<file path="config.mk">
export PLATFORM = sky130hd
export DESIGN_NAME = ssw_ctrl
export DESIGN_NICKNAME = d
export VERILOG_FILES = /design/src/ssw_pkg.sv /design/src/ssw_sync.sv /design/src/ssw_warmup.sv /design/src/ssw_ctrl.sv
export VERILOG_INCLUDE_DIRS = /design/src
export SDC_FILE = /design/constraint.sdc
export NUM_CORES = 1
export LEC_CHECK = 0
export ABC_CLOCK_PERIOD_IN_PS = 3300
export BUFFER_PORTS_ARGS = -buffer_cell sky130_fd_sc_hd__buf_2
export CAP_MARGIN = 0
export CORE_MARGIN = 1
export CORE_UTILIZATION = 50
export CTS_CLUSTER_DIAMETER = 30
export CTS_CLUSTER_SIZE = 10
export DETAILED_ROUTE_END_ITERATION = 10
export PLACE_DENSITY = 0.85
export REMOVE_ABC_BUFFERS = 1
export SETUP_SLACK_MARGIN = 0.4
export SLEW_MARGIN = 20
export SYNTH_ARGS = -nofsm -noshare
export SYNTH_HDL_FRONTEND = slang
export SYNTH_SLANG_ARGS = --single-unit
</file>
<file path="constraint.sdc">
create_clock -name sys_clk -period 3.3 [get_ports sys_clk]
set_clock_uncertainty 0.05 [all_clocks]
set_input_delay 0.495 -clock sys_clk [delete_from_list [all_inputs] [get_ports sys_clk]]
set_output_delay 0.495 -clock sys_clk [all_outputs]
set_load 0.05 [all_outputs]
</file>
<file path="src/ssw_params.svh">
/*
 * Constants for the standby, wake-up and warm-up controller: register
 * offsets, field positions, reset values and timing figures.
 * Assumes inclusion by bare name from the warm-up and controller design files.
 */
`ifndef SSW_PARAMS_SVH
`define SSW_PARAMS_SVH

`define SSW_OFS_STANDBY 8'h00
`define SSW_OFS_OSC 8'h04
`define SSW_OFS_WAKE 8'h08
`define SSW_OFS_STATUS 8'h0C

`define SSW_STBY_STOP 3'h1
`define SSW_STBY_SLEEP 3'h2
`define SSW_STBY_IDLE 3'h3
`define SSW_STBY_RST 3'h0

`define SSW_OSC_SEL_BIT 0
`define SSW_OSC_WARMUP_TIME_LSB 4
`define SSW_OSC_HS_BIT 8
`define SSW_OSC_LS_BIT 9
`define SSW_OSC_PLL_BIT 10
`define SSW_OSC_SLOW_BIT 12
`define SSW_OSC_SWWU_BIT 16
`define SSW_WARMUP_TIME_RST 3'h7
`define SSW_WAKE_RTC_BIT 8
`define SSW_WAKE_RST 9'h000

`define SSW_ST_BUSY_BIT 3
`define SSW_ST_PRIOR_BIT 4
`define SSW_ST_SLOW_BIT 5
`define SSW_ST_NMI_BIT 6

`define SSW_WU_BASE_LOG2 8
`define SSW_WU_STEP_LOG2 2
`define SSW_CLK_PERIOD_NS 100
`define SSW_PLL_LOCK_NS 200000
`define SSW_PLL_LOCK_CYC \
    ((`SSW_PLL_LOCK_NS + `SSW_CLK_PERIOD_NS - 1) / `SSW_CLK_PERIOD_NS)

`endif

</file>
<file path="src/ssw_pkg.sv">
/*
 * Types shared by the standby controller modules.
 * Assumes nothing of its surroundings.
 */
package ssw_pkg;
    typedef enum logic [2:0] {
        SSW_NORMAL,
        SSW_SLOW,
        SSW_IDLE,
        SSW_SLEEP,
        SSW_STOP,
        SSW_WARMUP
    } ssw_mode_type;
endpackage : ssw_pkg

</file>
<file path="src/ssw_sync.sv">
/*
 * Two-stage synchroniser bank for pin inputs.
 * Assumes inputs asynchronous to sys_clk; ce freezes both stages.
 */
`timescale 1ns/100ps
`default_nettype none
module ssw_sync #(
    parameter int WIDTH = 9
) (
    input wire logic sys_clk,            // system clock
    input wire logic rstn,               // sync reset, active low
    input wire logic ce,                 // clock enable
    input wire logic [WIDTH-1:0] d,      // asynchronous pins
    output logic [WIDTH-1:0] q           // synchronised levels
);
    logic [WIDTH-1:0] meta;
    logic [WIDTH-1:0] next_meta;
    logic [WIDTH-1:0] next_q;

    initial begin
        if (WIDTH < 1) begin
            $error("ssw_sync width must be at least one");
        end
    end

    always_comb begin
        next_meta = ce ? d : meta;
        next_q = ce ? meta : q;
        if (!rstn) begin
            next_meta = '0;
            next_q = '0;
        end
    end

    always_ff @(posedge sys_clk) begin
        meta <= next_meta;
        q <= next_q;
    end
endmodule : ssw_sync
`default_nettype wire

</file>
<file path="src/ssw_warmup.sv">
/*
 * Warm-up counter: counts ticks of the oscillator chosen for warm-up
 * up to 2^(base + step*time) and, when asked, a PLL lock floor too.
 * Assumes tick inputs are one-cycle enables on sys_clk.
 */
`timescale 1ns/100ps
`default_nettype none
`include "ssw_params.svh"
module ssw_warmup #(
    parameter int CW = 23,
    parameter int PLL_CYC = `SSW_PLL_LOCK_CYC
) (
    input wire logic sys_clk,            // system clock
    input wire logic rstn,               // sync reset, active low
    input wire logic ce,                 // clock enable
    input wire logic start,              // restart count from zero
    input wire logic source_sel,         // 0 high-speed, 1 low-speed
    input wire logic [2:0] warmup_time,  // programmed time code
    input wire logic need_pll,           // also wait for pll lock
    input wire logic hs_tick,            // high-speed oscillator tick
    input wire logic ls_tick,            // low-speed oscillator tick
    output logic busy,                   // counting
    output logic done                    // one-cycle end pulse
);
    logic [CW-1:0] cnt;
    logic [CW-1:0] next_cnt;
    logic [15:0] pll_cnt;
    logic [15:0] next_pll_cnt;
    logic next_busy;
    logic next_done;
    logic [CW-1:0] target;
    logic tick;

    initial begin
        if (CW < `SSW_WU_BASE_LOG2 + 7 * `SSW_WU_STEP_LOG2 + 1 ||
            PLL_CYC < 1 || PLL_CYC > 65535) begin
            $error("ssw_warmup parameters out of range");
        end
    end

    // the counter runs on the oscillator being warmed, not on sys_clk
    assign tick = source_sel ? ls_tick : hs_tick;
    assign target = CW'(1) << (`SSW_WU_BASE_LOG2 +
                    `SSW_WU_STEP_LOG2 * int'(warmup_time));

    always_comb begin
        next_cnt = cnt;
        next_pll_cnt = pll_cnt;
        next_busy = busy;
        next_done = 1'b0;
        if (start) begin
            next_cnt = '0;
            next_pll_cnt = need_pll ? 16'(PLL_CYC) : 16'h0000;
            next_busy = 1'b1;
        end else if (busy) begin
            if (tick && cnt != target) begin
                next_cnt = cnt + CW'(1);
            end
            if (pll_cnt != 16'h0000) begin
                next_pll_cnt = pll_cnt - 16'h0001;
            end
            if (cnt == target && pll_cnt == 16'h0000) begin
                next_busy = 1'b0;
                next_done = 1'b1;
            end
        end
        if (!ce) begin
            next_cnt = cnt;
            next_pll_cnt = pll_cnt;
            next_busy = busy;
            next_done = done;
        end
        if (!rstn) begin
            next_cnt = '0;
            next_pll_cnt = 16'h0000;
            next_busy = 1'b0;
            next_done = 1'b0;
        end
    end

    always_ff @(posedge sys_clk) begin
        cnt <= next_cnt;
        pll_cnt <= next_pll_cnt;
        busy <= next_busy;
        done <= next_done;
    end

    a_done_at_target: assert property (@(posedge sys_clk) disable iff (!rstn)
        ce && done |-> $past(cnt) == $past(target))
        else $error("warm-up ended before target count");
endmodule : ssw_warmup
`default_nettype wire

</file>
<file path="src/ssw_ctrl.sv">
/*
 * Standby controller: mode state machine for normal, slow, idle, sleep
 * and stop, per-mode wake source qualification, automatic and software
 * warm-up, oscillator and clock gating, AHB-Lite register slave.
 * Assumes peripheral interrupts are sys_clk levels and that the cpu
 * raises sleep_req when it executes its wait-for-interrupt instruction.
 */
`timescale 1ns/100ps
`default_nettype none
`include "ssw_params.svh"
// Behaviour
// - wake only by interrupt, nmi, reset per mode
// - wake request handed to cpu after release
// - watchdog nmi wakes idle only
// - nmi pin wakes every low power mode
// - timer and capture interrupts wake idle only
// - serial, bus, converter interrupts wake idle only
// - sleep/stop wake needs cpu and detect enable
// - pin reset returns to normal, clears registers; osc resets to 0x770 instead
// - reset exit from stop has no warm-up
// - stop or sleep-to-normal exit auto warms up
// - pll off in sleep/stop, lock time covered
// - listed transitions need no warm-up
// - sleep to slow proceeds without warm-up
// - wake returns to mode held before entry
// - standby field 001 stop, 010 sleep, 011 idle
module ssw_ctrl
    import ssw_pkg::*;
#(
    parameter int N_TIMER = 10,
    parameter int N_CAPTURE = 14,
    parameter int N_SERIAL = 3,
    parameter int N_CONV = 3
) (
    input wire logic sys_clk,                        // system clock
    input wire logic rstn,                           // sync reset, low
    input wire logic ce,                             // clock enable
    input wire logic hsel,                           // ahb select
    input wire logic [7:0] haddr,                    // ahb address
    input wire logic [1:0] htrans,                   // ahb transfer type
    input wire logic hwrite,                         // ahb write
    input wire logic [2:0] hsize,                    // ahb size
    input wire logic [31:0] hwdata,                  // ahb write data
    input wire logic hready,                         // ahb bus ready
    output logic hreadyout,                          // ahb slave ready
    output logic hresp,                              // ahb response
    output logic [31:0] hrdata,                      // ahb read data
    input wire logic sleep_req,                      // cpu wait pulse
    input wire logic cpu_irq_enabled,                // cpu takes irqs
    input wire logic [7:0] external_pin_interrupts,  // irq pins, async
    input wire logic nmi_pin,                        // nmi pin, async
    input wire logic watchdog_nmi_request,           // watchdog nmi
    input wire logic rtc_interrupt,                  // rtc irq
    input wire logic [N_TIMER-1:0] timer_interrupt,  // timer irqs
    input wire logic [N_CAPTURE-1:0] capture_interrupt, // capture irqs
    input wire logic [N_SERIAL-1:0] serial_receive_interrupt, // rx
    input wire logic [N_SERIAL-1:0] serial_transmit_interrupt, // tx
    input wire logic [N_SERIAL-1:0] serial_bus_interrupt, // bus irqs
    input wire logic [N_CONV-1:0] converter_interrupt, // converter
    input wire logic hs_tick,                        // fast osc tick
    input wire logic ls_tick,                        // slow osc tick
    output ssw_pkg::ssw_mode_type mode,              // current mode
    output logic cpu_clk_en,                         // cpu clock gate
    output logic sys_clk_en,                         // system clock gate
    output logic pll_en,                             // pll enable
    output logic hs_osc_en,                          // fast osc enable
    output logic ls_osc_en,                          // slow osc enable
    output logic wake_release,                       // release pulse
    output logic wake_by_nmi                         // release was nmi
);
    import ssw_pkg::*;

    ssw_mode_type next_mode;
    logic prior_slow, next_prior_slow;
    logic next_wake_release, next_wake_by_nmi;
    logic [2:0] standby, next_standby;
    logic [31:0] osc, next_osc;
    logic [8:0] wake_en, next_wake_en;
    logic ph_valid, next_ph_valid;
    logic ph_write, next_ph_write;
    logic [7:0] ph_addr, next_ph_addr;
    logic [31:0] next_hrdata;
    logic [8:0] pins_sync;
    logic [7:0] ext_sync;
    logic nmi_sync;
    logic wu_start, wu_busy, wu_done, wu_need_pll, sw_wu;
    logic periph_irq, idle_wake, sleep_wake, stop_wake, nmi_wake;
    logic addr_phase, wr_osc;

    initial begin
        if (N_TIMER < 1 || N_CAPTURE < 1 || N_SERIAL < 1 || N_CONV < 1) begin
            $error("ssw_ctrl source counts must be at least one");
        end
    end

    ssw_sync #(.WIDTH(9)) u_sync (
        .sys_clk(sys_clk),
        .rstn(rstn),
        .ce(ce),
        .d({nmi_pin, external_pin_interrupts}),
        .q(pins_sync)
    );
    assign ext_sync = pins_sync[7:0];
    assign nmi_sync = pins_sync[8];

    // wake qualification per mode
    assign periph_irq = rtc_interrupt | (|timer_interrupt) |
        (|capture_interrupt) | (|serial_receive_interrupt) |
        (|serial_transmit_interrupt) | (|serial_bus_interrupt) |
        (|converter_interrupt);
    assign idle_wake = (cpu_irq_enabled & ((|ext_sync) | periph_irq)) |
        watchdog_nmi_request | nmi_sync;
    assign sleep_wake = (cpu_irq_enabled & ((|(ext_sync & wake_en[7:0])) |
        (rtc_interrupt & wake_en[`SSW_WAKE_RTC_BIT]))) | nmi_sync;
    assign stop_wake = (cpu_irq_enabled & (|(ext_sync & wake_en[7:0]))) |
        nmi_sync;
    assign nmi_wake = nmi_sync | (mode == SSW_IDLE && watchdog_nmi_request);

    // software warm-up: a write of the start bit while running
    assign addr_phase = hsel && htrans[1] && hready;
    assign wr_osc = ce && ph_valid && ph_write && ph_addr == `SSW_OFS_OSC;
    assign sw_wu = wr_osc && hwdata[`SSW_OSC_SWWU_BIT] && !wu_busy &&
        (mode == SSW_NORMAL || mode == SSW_SLOW);

    // mode state machine
    always_comb begin
        next_mode = mode;
        next_prior_slow = prior_slow;
        next_wake_release = 1'b0;
        next_wake_by_nmi = wake_by_nmi;
        wu_start = sw_wu;
        wu_need_pll = 1'b0;
        case (mode)
            SSW_NORMAL, SSW_SLOW: begin
                if (sleep_req) begin
                    next_prior_slow = (mode == SSW_SLOW);
                    case (standby)
                        `SSW_STBY_IDLE: next_mode = SSW_IDLE;
                        `SSW_STBY_SLEEP: next_mode = SSW_SLEEP;
                        `SSW_STBY_STOP: next_mode = SSW_STOP;
                        default: next_mode = mode;
                    endcase
                end else if (!osc[`SSW_OSC_SLOW_BIT]) begin
                    next_mode = SSW_NORMAL;
                end else begin
                    next_mode = SSW_SLOW;
                end
            end
            SSW_IDLE: begin
                if (idle_wake) begin
                    next_mode = prior_slow ? SSW_SLOW : SSW_NORMAL;
                    next_wake_release = 1'b1;
                    next_wake_by_nmi = nmi_wake;
                end
            end
            SSW_SLEEP: begin
                if (sleep_wake) begin
                    next_wake_by_nmi = nmi_sync;
                    if (prior_slow) begin
                        next_mode = SSW_SLOW;
                        next_wake_release = 1'b1;
                    end else begin
                        next_mode = SSW_WARMUP;
                        wu_start = 1'b1;
                        wu_need_pll = 1'b1;
                    end
                end
            end
            SSW_STOP: begin
                if (stop_wake) begin
                    next_mode = SSW_WARMUP;
                    next_wake_by_nmi = nmi_sync;
                    wu_start = 1'b1;
                    wu_need_pll = !prior_slow;
                end
            end
            SSW_WARMUP: begin
                if (wu_done) begin
                    next_mode = prior_slow ? SSW_SLOW : SSW_NORMAL;
                    next_wake_release = 1'b1;
                end
            end
            default: next_mode = SSW_NORMAL;
        endcase
        if (!ce) begin
            next_mode = mode;
            next_prior_slow = prior_slow;
            next_wake_release = wake_release;
            next_wake_by_nmi = wake_by_nmi;
            wu_start = 1'b0;
        end
        if (!rstn) begin
            next_mode = SSW_NORMAL;
            next_prior_slow = 1'b0;
            next_wake_release = 1'b0;
            next_wake_by_nmi = 1'b0;
        end
    end

    always_ff @(posedge sys_clk) begin
        mode <= next_mode;
        prior_slow <= next_prior_slow;
        wake_release <= next_wake_release;
        wake_by_nmi <= next_wake_by_nmi;
    end

    ssw_warmup u_warmup (
        .sys_clk(sys_clk),
        .rstn(rstn),
        .ce(ce),
        .start(wu_start),
        .source_sel(osc[`SSW_OSC_SEL_BIT]),
        .warmup_time(osc[`SSW_OSC_WARMUP_TIME_LSB +: 3]),
        .need_pll(wu_need_pll),
        .hs_tick(hs_tick),
        .ls_tick(ls_tick),
        .busy(wu_busy),
        .done(wu_done)
    );

    // clock gating: the system clock waits for the warm-up
    assign cpu_clk_en = (mode == SSW_NORMAL || mode == SSW_SLOW);
    assign sys_clk_en = cpu_clk_en || mode == SSW_IDLE;
    assign pll_en = osc[`SSW_OSC_PLL_BIT] && (mode == SSW_NORMAL ||
        mode == SSW_IDLE || (mode == SSW_WARMUP && !prior_slow));
    assign hs_osc_en = osc[`SSW_OSC_HS_BIT] && mode != SSW_SLEEP &&
        mode != SSW_STOP && !(mode == SSW_WARMUP && prior_slow);
    assign ls_osc_en = osc[`SSW_OSC_LS_BIT] && mode != SSW_STOP;

    // ahb-lite slave, zero wait states, every access answered okay
    assign hreadyout = 1'b1;
    assign hresp = 1'b0;

    always_comb begin
        next_ph_valid = ce ? addr_phase : ph_valid;
        next_ph_write = (ce && addr_phase) ? hwrite : ph_write;
        next_ph_addr = (ce && addr_phase) ? haddr : ph_addr;
        next_standby = standby;
        next_osc = osc;
        next_wake_en = wake_en;
        next_hrdata = hrdata;
        if (ce && ph_valid && ph_write) begin
            case (ph_addr)
                `SSW_OFS_STANDBY: next_standby = hwdata[2:0];
                `SSW_OFS_OSC: next_osc = {16'h0000, hwdata[15:0]};
                `SSW_OFS_WAKE: next_wake_en = hwdata[8:0];
                default: next_standby = standby;
            endcase
        end
        // read data is fetched in the address phase so it leaves a flop
        if (ce && addr_phase && !hwrite) begin
            case (haddr)
                `SSW_OFS_STANDBY: next_hrdata = {29'h0, standby};
                `SSW_OFS_OSC: next_hrdata = osc;
                `SSW_OFS_WAKE: next_hrdata = {23'h0, wake_en};
                `SSW_OFS_STATUS: begin
                    next_hrdata = {29'h0, mode};
                    next_hrdata[`SSW_ST_BUSY_BIT] = wu_busy;
                    next_hrdata[`SSW_ST_PRIOR_BIT] = prior_slow;
                    next_hrdata[`SSW_ST_SLOW_BIT] = osc[`SSW_OSC_SLOW_BIT];
                    next_hrdata[`SSW_ST_NMI_BIT] = wake_by_nmi;
                end
                default: next_hrdata = 32'h0000_0000;
            endcase
        end
        if (!rstn) begin
            next_ph_valid = 1'b0;
            next_ph_write = 1'b0;
            next_ph_addr = 8'h00;
            next_standby = `SSW_STBY_RST;
            next_osc = 32'h0000_0000;
            next_osc[`SSW_OSC_WARMUP_TIME_LSB +: 3] = `SSW_WARMUP_TIME_RST;
            next_osc[`SSW_OSC_HS_BIT] = 1'b1;
            next_osc[`SSW_OSC_LS_BIT] = 1'b1;
            next_osc[`SSW_OSC_PLL_BIT] = 1'b1;
            next_wake_en = `SSW_WAKE_RST;
            next_hrdata = 32'h0000_0000;
        end
    end

    always_ff @(posedge sys_clk) begin
        ph_valid <= next_ph_valid;
        ph_write <= next_ph_write;
        ph_addr <= next_ph_addr;
        standby <= next_standby;
        osc <= next_osc;
        wake_en <= next_wake_en;
        hrdata <= next_hrdata;
    end

    // checks
    a_reset_normal: assert property (@(posedge sys_clk)
        !rstn |=> mode == SSW_NORMAL && !wu_busy)
        else $error("reset did not return to normal");
    // watchdog and timers may stand high here: only pins, rtc, nmi count
    a_wdt_not_sleep: assert property (@(posedge sys_clk) disable iff (!rstn)
        ce && mode == SSW_SLEEP && !nmi_sync && !rtc_interrupt &&
        !(|(ext_sync & wake_en[7:0])) |=> mode == SSW_SLEEP)
        else $error("sleep left without a permitted source");
    a_stop_periph: assert property (@(posedge sys_clk) disable iff (!rstn)
        ce && mode == SSW_STOP && !nmi_sync && !(|(ext_sync & wake_en[7:0]))
        |=> mode == SSW_STOP)
        else $error("stop left by a peripheral interrupt");
    a_nmi_all_modes: assert property (@(posedge sys_clk) disable iff (!rstn)
        ce && nmi_sync && (mode == SSW_IDLE || mode == SSW_SLEEP ||
        mode == SSW_STOP) |=> mode != $past(mode))
        else $error("nmi pin failed to release a low power mode");
    a_idle_periph: assert property (@(posedge sys_clk) disable iff (!rstn)
        ce && mode == SSW_IDLE && cpu_irq_enabled && |serial_bus_interrupt
        |=> cpu_clk_en ##0 wake_release)
        else $error("idle not released by serial bus interrupt");
    a_stop_warms: assert property (@(posedge sys_clk) disable iff (!rstn)
        ce && mode == SSW_STOP && stop_wake
        |=> mode == SSW_WARMUP && !sys_clk_en && wu_busy)
        else $error("stop exit skipped the warm-up");
    a_return_prior: assert property (@(posedge sys_clk) disable iff (!rstn)
        ce && mode == SSW_WARMUP && wu_done
        |=> mode == (prior_slow ? SSW_SLOW : SSW_NORMAL))
        else $error("wake did not return to the prior mode");
    a_sleep_slow: assert property (@(posedge sys_clk) disable iff (!rstn)
        ce && mode == SSW_SLEEP && prior_slow && sleep_wake
        |=> mode == SSW_SLOW && ls_osc_en == osc[`SSW_OSC_LS_BIT])
        else $error("sleep to slow took a warm-up");
    a_pll_off: assert property (@(posedge sys_clk) disable iff (!rstn)
        mode == SSW_SLEEP || mode == SSW_STOP |-> !pll_en)
        else $error("pll enabled in sleep or stop");
    a_bad_standby: assert property (@(posedge sys_clk) disable iff (!rstn)
        ce && cpu_clk_en && sleep_req && standby > `SSW_STBY_IDLE
        |=> cpu_clk_en)
        else $error("reserved standby code entered a low power mode");
    c_stop_cycle: cover property (@(posedge sys_clk) disable iff (!rstn)
        mode == SSW_STOP ##1 mode == SSW_WARMUP);
    c_sleep_slow: cover property (@(posedge sys_clk) disable iff (!rstn)
        mode == SSW_SLEEP ##1 mode == SSW_SLOW);
    c_idle_wake: cover property (@(posedge sys_clk) disable iff (!rstn)
        mode == SSW_IDLE ##1 wake_release);
    c_sleep_nmi: cover property (@(posedge sys_clk) disable iff (!rstn)
        mode == SSW_SLEEP && nmi_sync);
endmodule : ssw_ctrl
`default_nettype wire

</file>
==> impl.org <==
** Outcome
- Run status :: finished, final reports clean

** Floorplan
- Initial standard-cell utilization of the core :: approximately half
- The die is approximately 110 um tall.
- Measured along the x axis, the die boundary spans ~110 um.
- Die Area :: 12200 um2
- Core Area :: roughly 11000 um2
- Number of ports placed on the die boundary :: between 100 and 150
- The initialized floorplan defines 39 standard-cell rows.

** Global routing
- The number of global-route vias before repair is about 4900.
- Total congestion overflow :: 0
- Global routing used 23.9% of the available tracks.
- The number of antenna violations at the first check in global routing was 0.
- Largest net degree at the start of global routing :: 60
- First-pass GRT wire length :: 23.6 mm

** Cells and area
- The repair_antennas step left the layout with diodes totalling 0.
- The library cell used most frequently in the layout, excluding fill and tap cells, is sky130_fd_sc_hd__dfxtp_1.
- Compared with the post-synthesis result, the final layout area differs by 18.6%.
- Cells with a size suffix above 1 make up around 22% of the layout.
- In the layout the commonest cells are sky130_fd_sc_hd__dfxtp_1 (119), sky130_fd_sc_hd__buf_2 (108), sky130_fd_sc_hd__nor2_1 (107), sky130_fd_sc_hd__nand2_1 (79), sky130_fd_sc_hd__a21oi_1 (41).
- The net count of the finished layout is about 900.
- Final std cells w/o fill :: roughly 950
- Register area :: 2380 um2
- Post-route standard cell area excluding fillers :: ~7000 um2
- Area of the multi-input gates :: about 3200 um2
- Count of filler cells inserted in the layout :: between 900 and 1000

** Timing
- Upper clock frequency limit :: between 0.3 and 0.4 GHz
- The number of hold-slack violations in the final timing report was 0.
- Final worst-path cycle share :: 81.7%
- Final critical path time including I/O delays and setup :: 2.70 ns
- The number of pins exceeding their max-slew limit in the final report is 0.
- For the final routed database, the setup TNS stands at 0 ns.
- Setup repair after global routing left no endpoint under its margin.
- Setup violators final :: 0
- Measured against its own limit, the worst slew margin works out to between 50% and 60%.
- Worst-Margin Slew :: between 0.7 and 0.8 ns

** Setup path
- Crit-path cells :: inv_1 -> ha_1 -> or3b_2 -> nor4_4 -> nor2b_2 -> o31ai_2 -> a21oi_1 -> o221a_2
- In this run the worst setup path begins at u_warmup.pll_cnt[0]$_SDFFE_PN0P_.
- Startpoint of the worst-slack reg-to-reg timing path :: u_warmup.pll_cnt[0]$_SDFFE_PN0P_
- Worst path slowest cell :: sky130_fd_sc_hd__or3b_2
- The worst setup path is of the reg -> reg kind.
- Critical path endpoint category :: flop
- At the worst endpoint, the required time is ~3.6 ns.
- STA classifies the critical path startpoint as a flop.
- Of all nets on the critical path, the largest fanout is 7.
- Delay contributed by the slowest stage of the critical path :: 0.52 ns
- Buf+Inv Stages, Crit Path :: 1
- For the worst setup path, the data arrival time is ~3.0 ns.
- Broken down by cell family, the worst path's largest delay share belongs to simple AND/OR/NAND/NOR gates.

** Synthesis
- Synthesis instantiated 73 different standard cells from the library.
- Post-synth design cell area :: roughly 5900 um2
- Predominant post-synthesis flop cell :: sky130_fd_sc_hd__dfxtp_1
- Sequential area share after synthesis :: about two fifths
- sky130_fd_sc_hd__dfxtp_1 takes more of the synthesized area than any other cell.
- Leading post-synthesis cells by cell area :: sky130_fd_sc_hd__dfxtp_1 (40%), sky130_fd_sc_hd__nor2_1 (6.8%), sky130_fd_sc_hd__mux2i_1 (5.9%)
- In the synthesized netlist, the number of instances is 695.
- Counting flops and latches in the post-synthesis netlist gives 119.
- For this run, asynchronously set or reset flops after synthesis account for 0%.
- Count of warnings emitted by yosys :: 0
- Share of the synthesized area in the top cell type :: between 40% and 50%
- Number of enable flip-flop cells after synthesis :: 0
- Per-instance average area after synthesis :: approximately 8.5 um2

** Clock network
- The tree is rooted in a sky130_fd_sc_hd__clkbuf_16.
- The number of gates resized after CTS was 0.
- Clock sinks :: approximately 120
- The clock tree synthesis step divided the H-tree into 4 levels.
- After clock tree synthesis, the clock-pin slew on the worst setup and hold paths is around 0.050 ns.
- Hold repair after CTS inserted 0 buffers.
- Worst skew pair latency :: roughly 0.42 ns
- In this run the deepest clock path goes through 2 buffers.
- TritonCTS clock tree :: yes
- Once the clock tree was built, the setup fixing pass inserted 0 buffers.
- Counting the buffers created by CTS gives 17.

** Job
- Maximum Capacitance Violations :: 0

** Pwr
- Ratio of total power to cell area :: roughly 500 nW/um2
- Of the total power, the share spent switching nets is between 20% and 30%.
- Share of power burned in the clock network :: 51.3%
- Worst vdd rail ir drop :: around 0.42 mV
- Sequential cells burn a little over two fifths of the power.
- Leakage power :: 2.89 nW
- Logic pwr share :: 6.5%
- Summed over all nets, the switching power comes to 0.823 mW.
- P_int :: between 2 and 3 mW

** Placed design
- Cell area after placement :: approximately 6400 um2
- The HPWL after detailed placement is roughly 10 mm.
- Routability-driven placement finished with a final weighted congestion of about 0.84.
- Port-buffer cells :: ~110
- Placed Instances :: 914

** Drt
- The final route contains 5332 vias.
- For this run, design rule violations remaining after detail routing come to 0.
- WL final :: 14.1 mm
- Vias per cell :: around 5.6
- Antenna viol nets, final :: 0
- Starting DRC count in detailed routing :: slightly below 400
- Avg WL per Cell :: 14.9 um
- The first TritonRoute pass finished after 7 iterations.

** Min path
- The worst hold path begins at external_pin_interrupts[1].
- Hold/Removal Path Class :: in -> reg
==> cell type report <==
type	instances	area share, %
Multi-Input combinational cell	523	45.8
Clock buffer	20	6.40
Sequential cell	119	34.1
Tap cell	143	2.56
Inverter	14	0.752
Timing Repair Buffer	115	8.49
Clock inverter	12	1.85
==> routing by layer <==
layer	part of all wire (%)	global-route usage, %
met5	0	0
met4	2.3	8.98
met3	5.4	6.53
met2	49	39.5
met1	43	29.5
==> synthesized netlist by cell type (4+ instances only) <==
library cell and instances:
sky130_fd_sc_hd__inv_1 12, sky130_fd_sc_hd__a211oi_1 7, sky130_fd_sc_hd__or4_1 5, sky130_fd_sc_hd__mux2i_1 35, sky130_fd_sc_hd__dfxtp_1 119, sky130_fd_sc_hd__buf_4 21, sky130_fd_sc_hd__nor2_1 107, sky130_fd_sc_hd__mux2_2 5
sky130_fd_sc_hd__nand2b_1 7, sky130_fd_sc_hd__nand4_1 14, sky130_fd_sc_hd__nand3_1 18, sky130_fd_sc_hd__nor4_1 24, sky130_fd_sc_hd__xor2_1 14, sky130_fd_sc_hd__a22oi_1 21, sky130_fd_sc_hd__nand3b_1 5, sky130_fd_sc_hd__nor3_1 14
sky130_fd_sc_hd__clkbuf_1 28, sky130_fd_sc_hd__nand2_1 79, sky130_fd_sc_hd__nor2b_1 8, sky130_fd_sc_hd__o21ai_0 13, sky130_fd_sc_hd__xnor2_1 17, sky130_fd_sc_hd__nor4b_1 4, sky130_fd_sc_hd__o221a_2 4, sky130_fd_sc_hd__a21oi_1 41
==> stage by stage <==
step                      util (%)  hold slack (ns)  setup slack, ns  total power, mW
after detailed placement      55.9            0.395            0.639             1.72
after CTS                     60.9            0.243            0.635             3.49
after global routing          60.9            0.259            0.454             3.59
after floorplan                  -            0.379            0.182             1.62
final                         60.9            0.264            0.603             3.48
after global placement        55.9            0.388            0.710             1.72
==> power groups by stage <==
| stage | clock network (mW) | logic, mW | registers [mW] |
|---|---|---|---|
| 2_1_floorplan | 0 | 0.122 | 1.50 |
| 3_3_place_gp | 0 | 0.221 | 1.50 |
| 3_5_place_dp | 0 | 0.224 | 1.50 |
| 4_1_cts | 1.80 | 0.225 | 1.47 |
| 5_1_grt | 1.87 | 0.243 | 1.47 |
| 6_report | 1.78 | 0.226 | 1.47 |
==> logic make-up (layout without fill, tap and decap cells) <==
kind of cell	after synthesis	after routing	synth area share, %
flops	119	119	40.5
simple gates	317	317	27.4
compound gates	111	111	12.5
buf+inv	69	161	6.20
xor+xnor	31	31	4.61
other cells	2	18	0.128
fa+ha+maj	3	3	0.637
mux	43	43	8.05
==> flip-flops by register name, indices dropped and copies added, names as in the netlist, 3 cells and up <==
register          flops
u_sync.meta           9
ph_addr               8
wake_en               9
u_warmup.cnt         23
hrdata               16
u_warmup.pll_cnt     16
standby               3
u_sync.q              9
osc                  16
mode                  3
==> final timing paths <==
kind	to	slack, ns	cells past startpoint
max	u_warmup.pll_cnt[10]$_SDFFE_PN0P_	0.60	8
min reg2reg	osc[7]$_SDFFE_PN0N_	0.40	2
max reg2reg	u_warmup.pll_cnt[10]$_SDFFE_PN0P_	0.60	8
min	u_sync.meta[1]$_SDFFE_PN0P_	0.26	3
==> worst min-delay path, stage by stage <==
cell and delay, ns:
sky130_fd_sc_hd__buf_2 0.07, sky130_fd_sc_hd__mux2i_1 0.05, sky130_fd_sc_hd__nor2_1 0.07
Note: power is estimated with default switching activity, not from simulation.
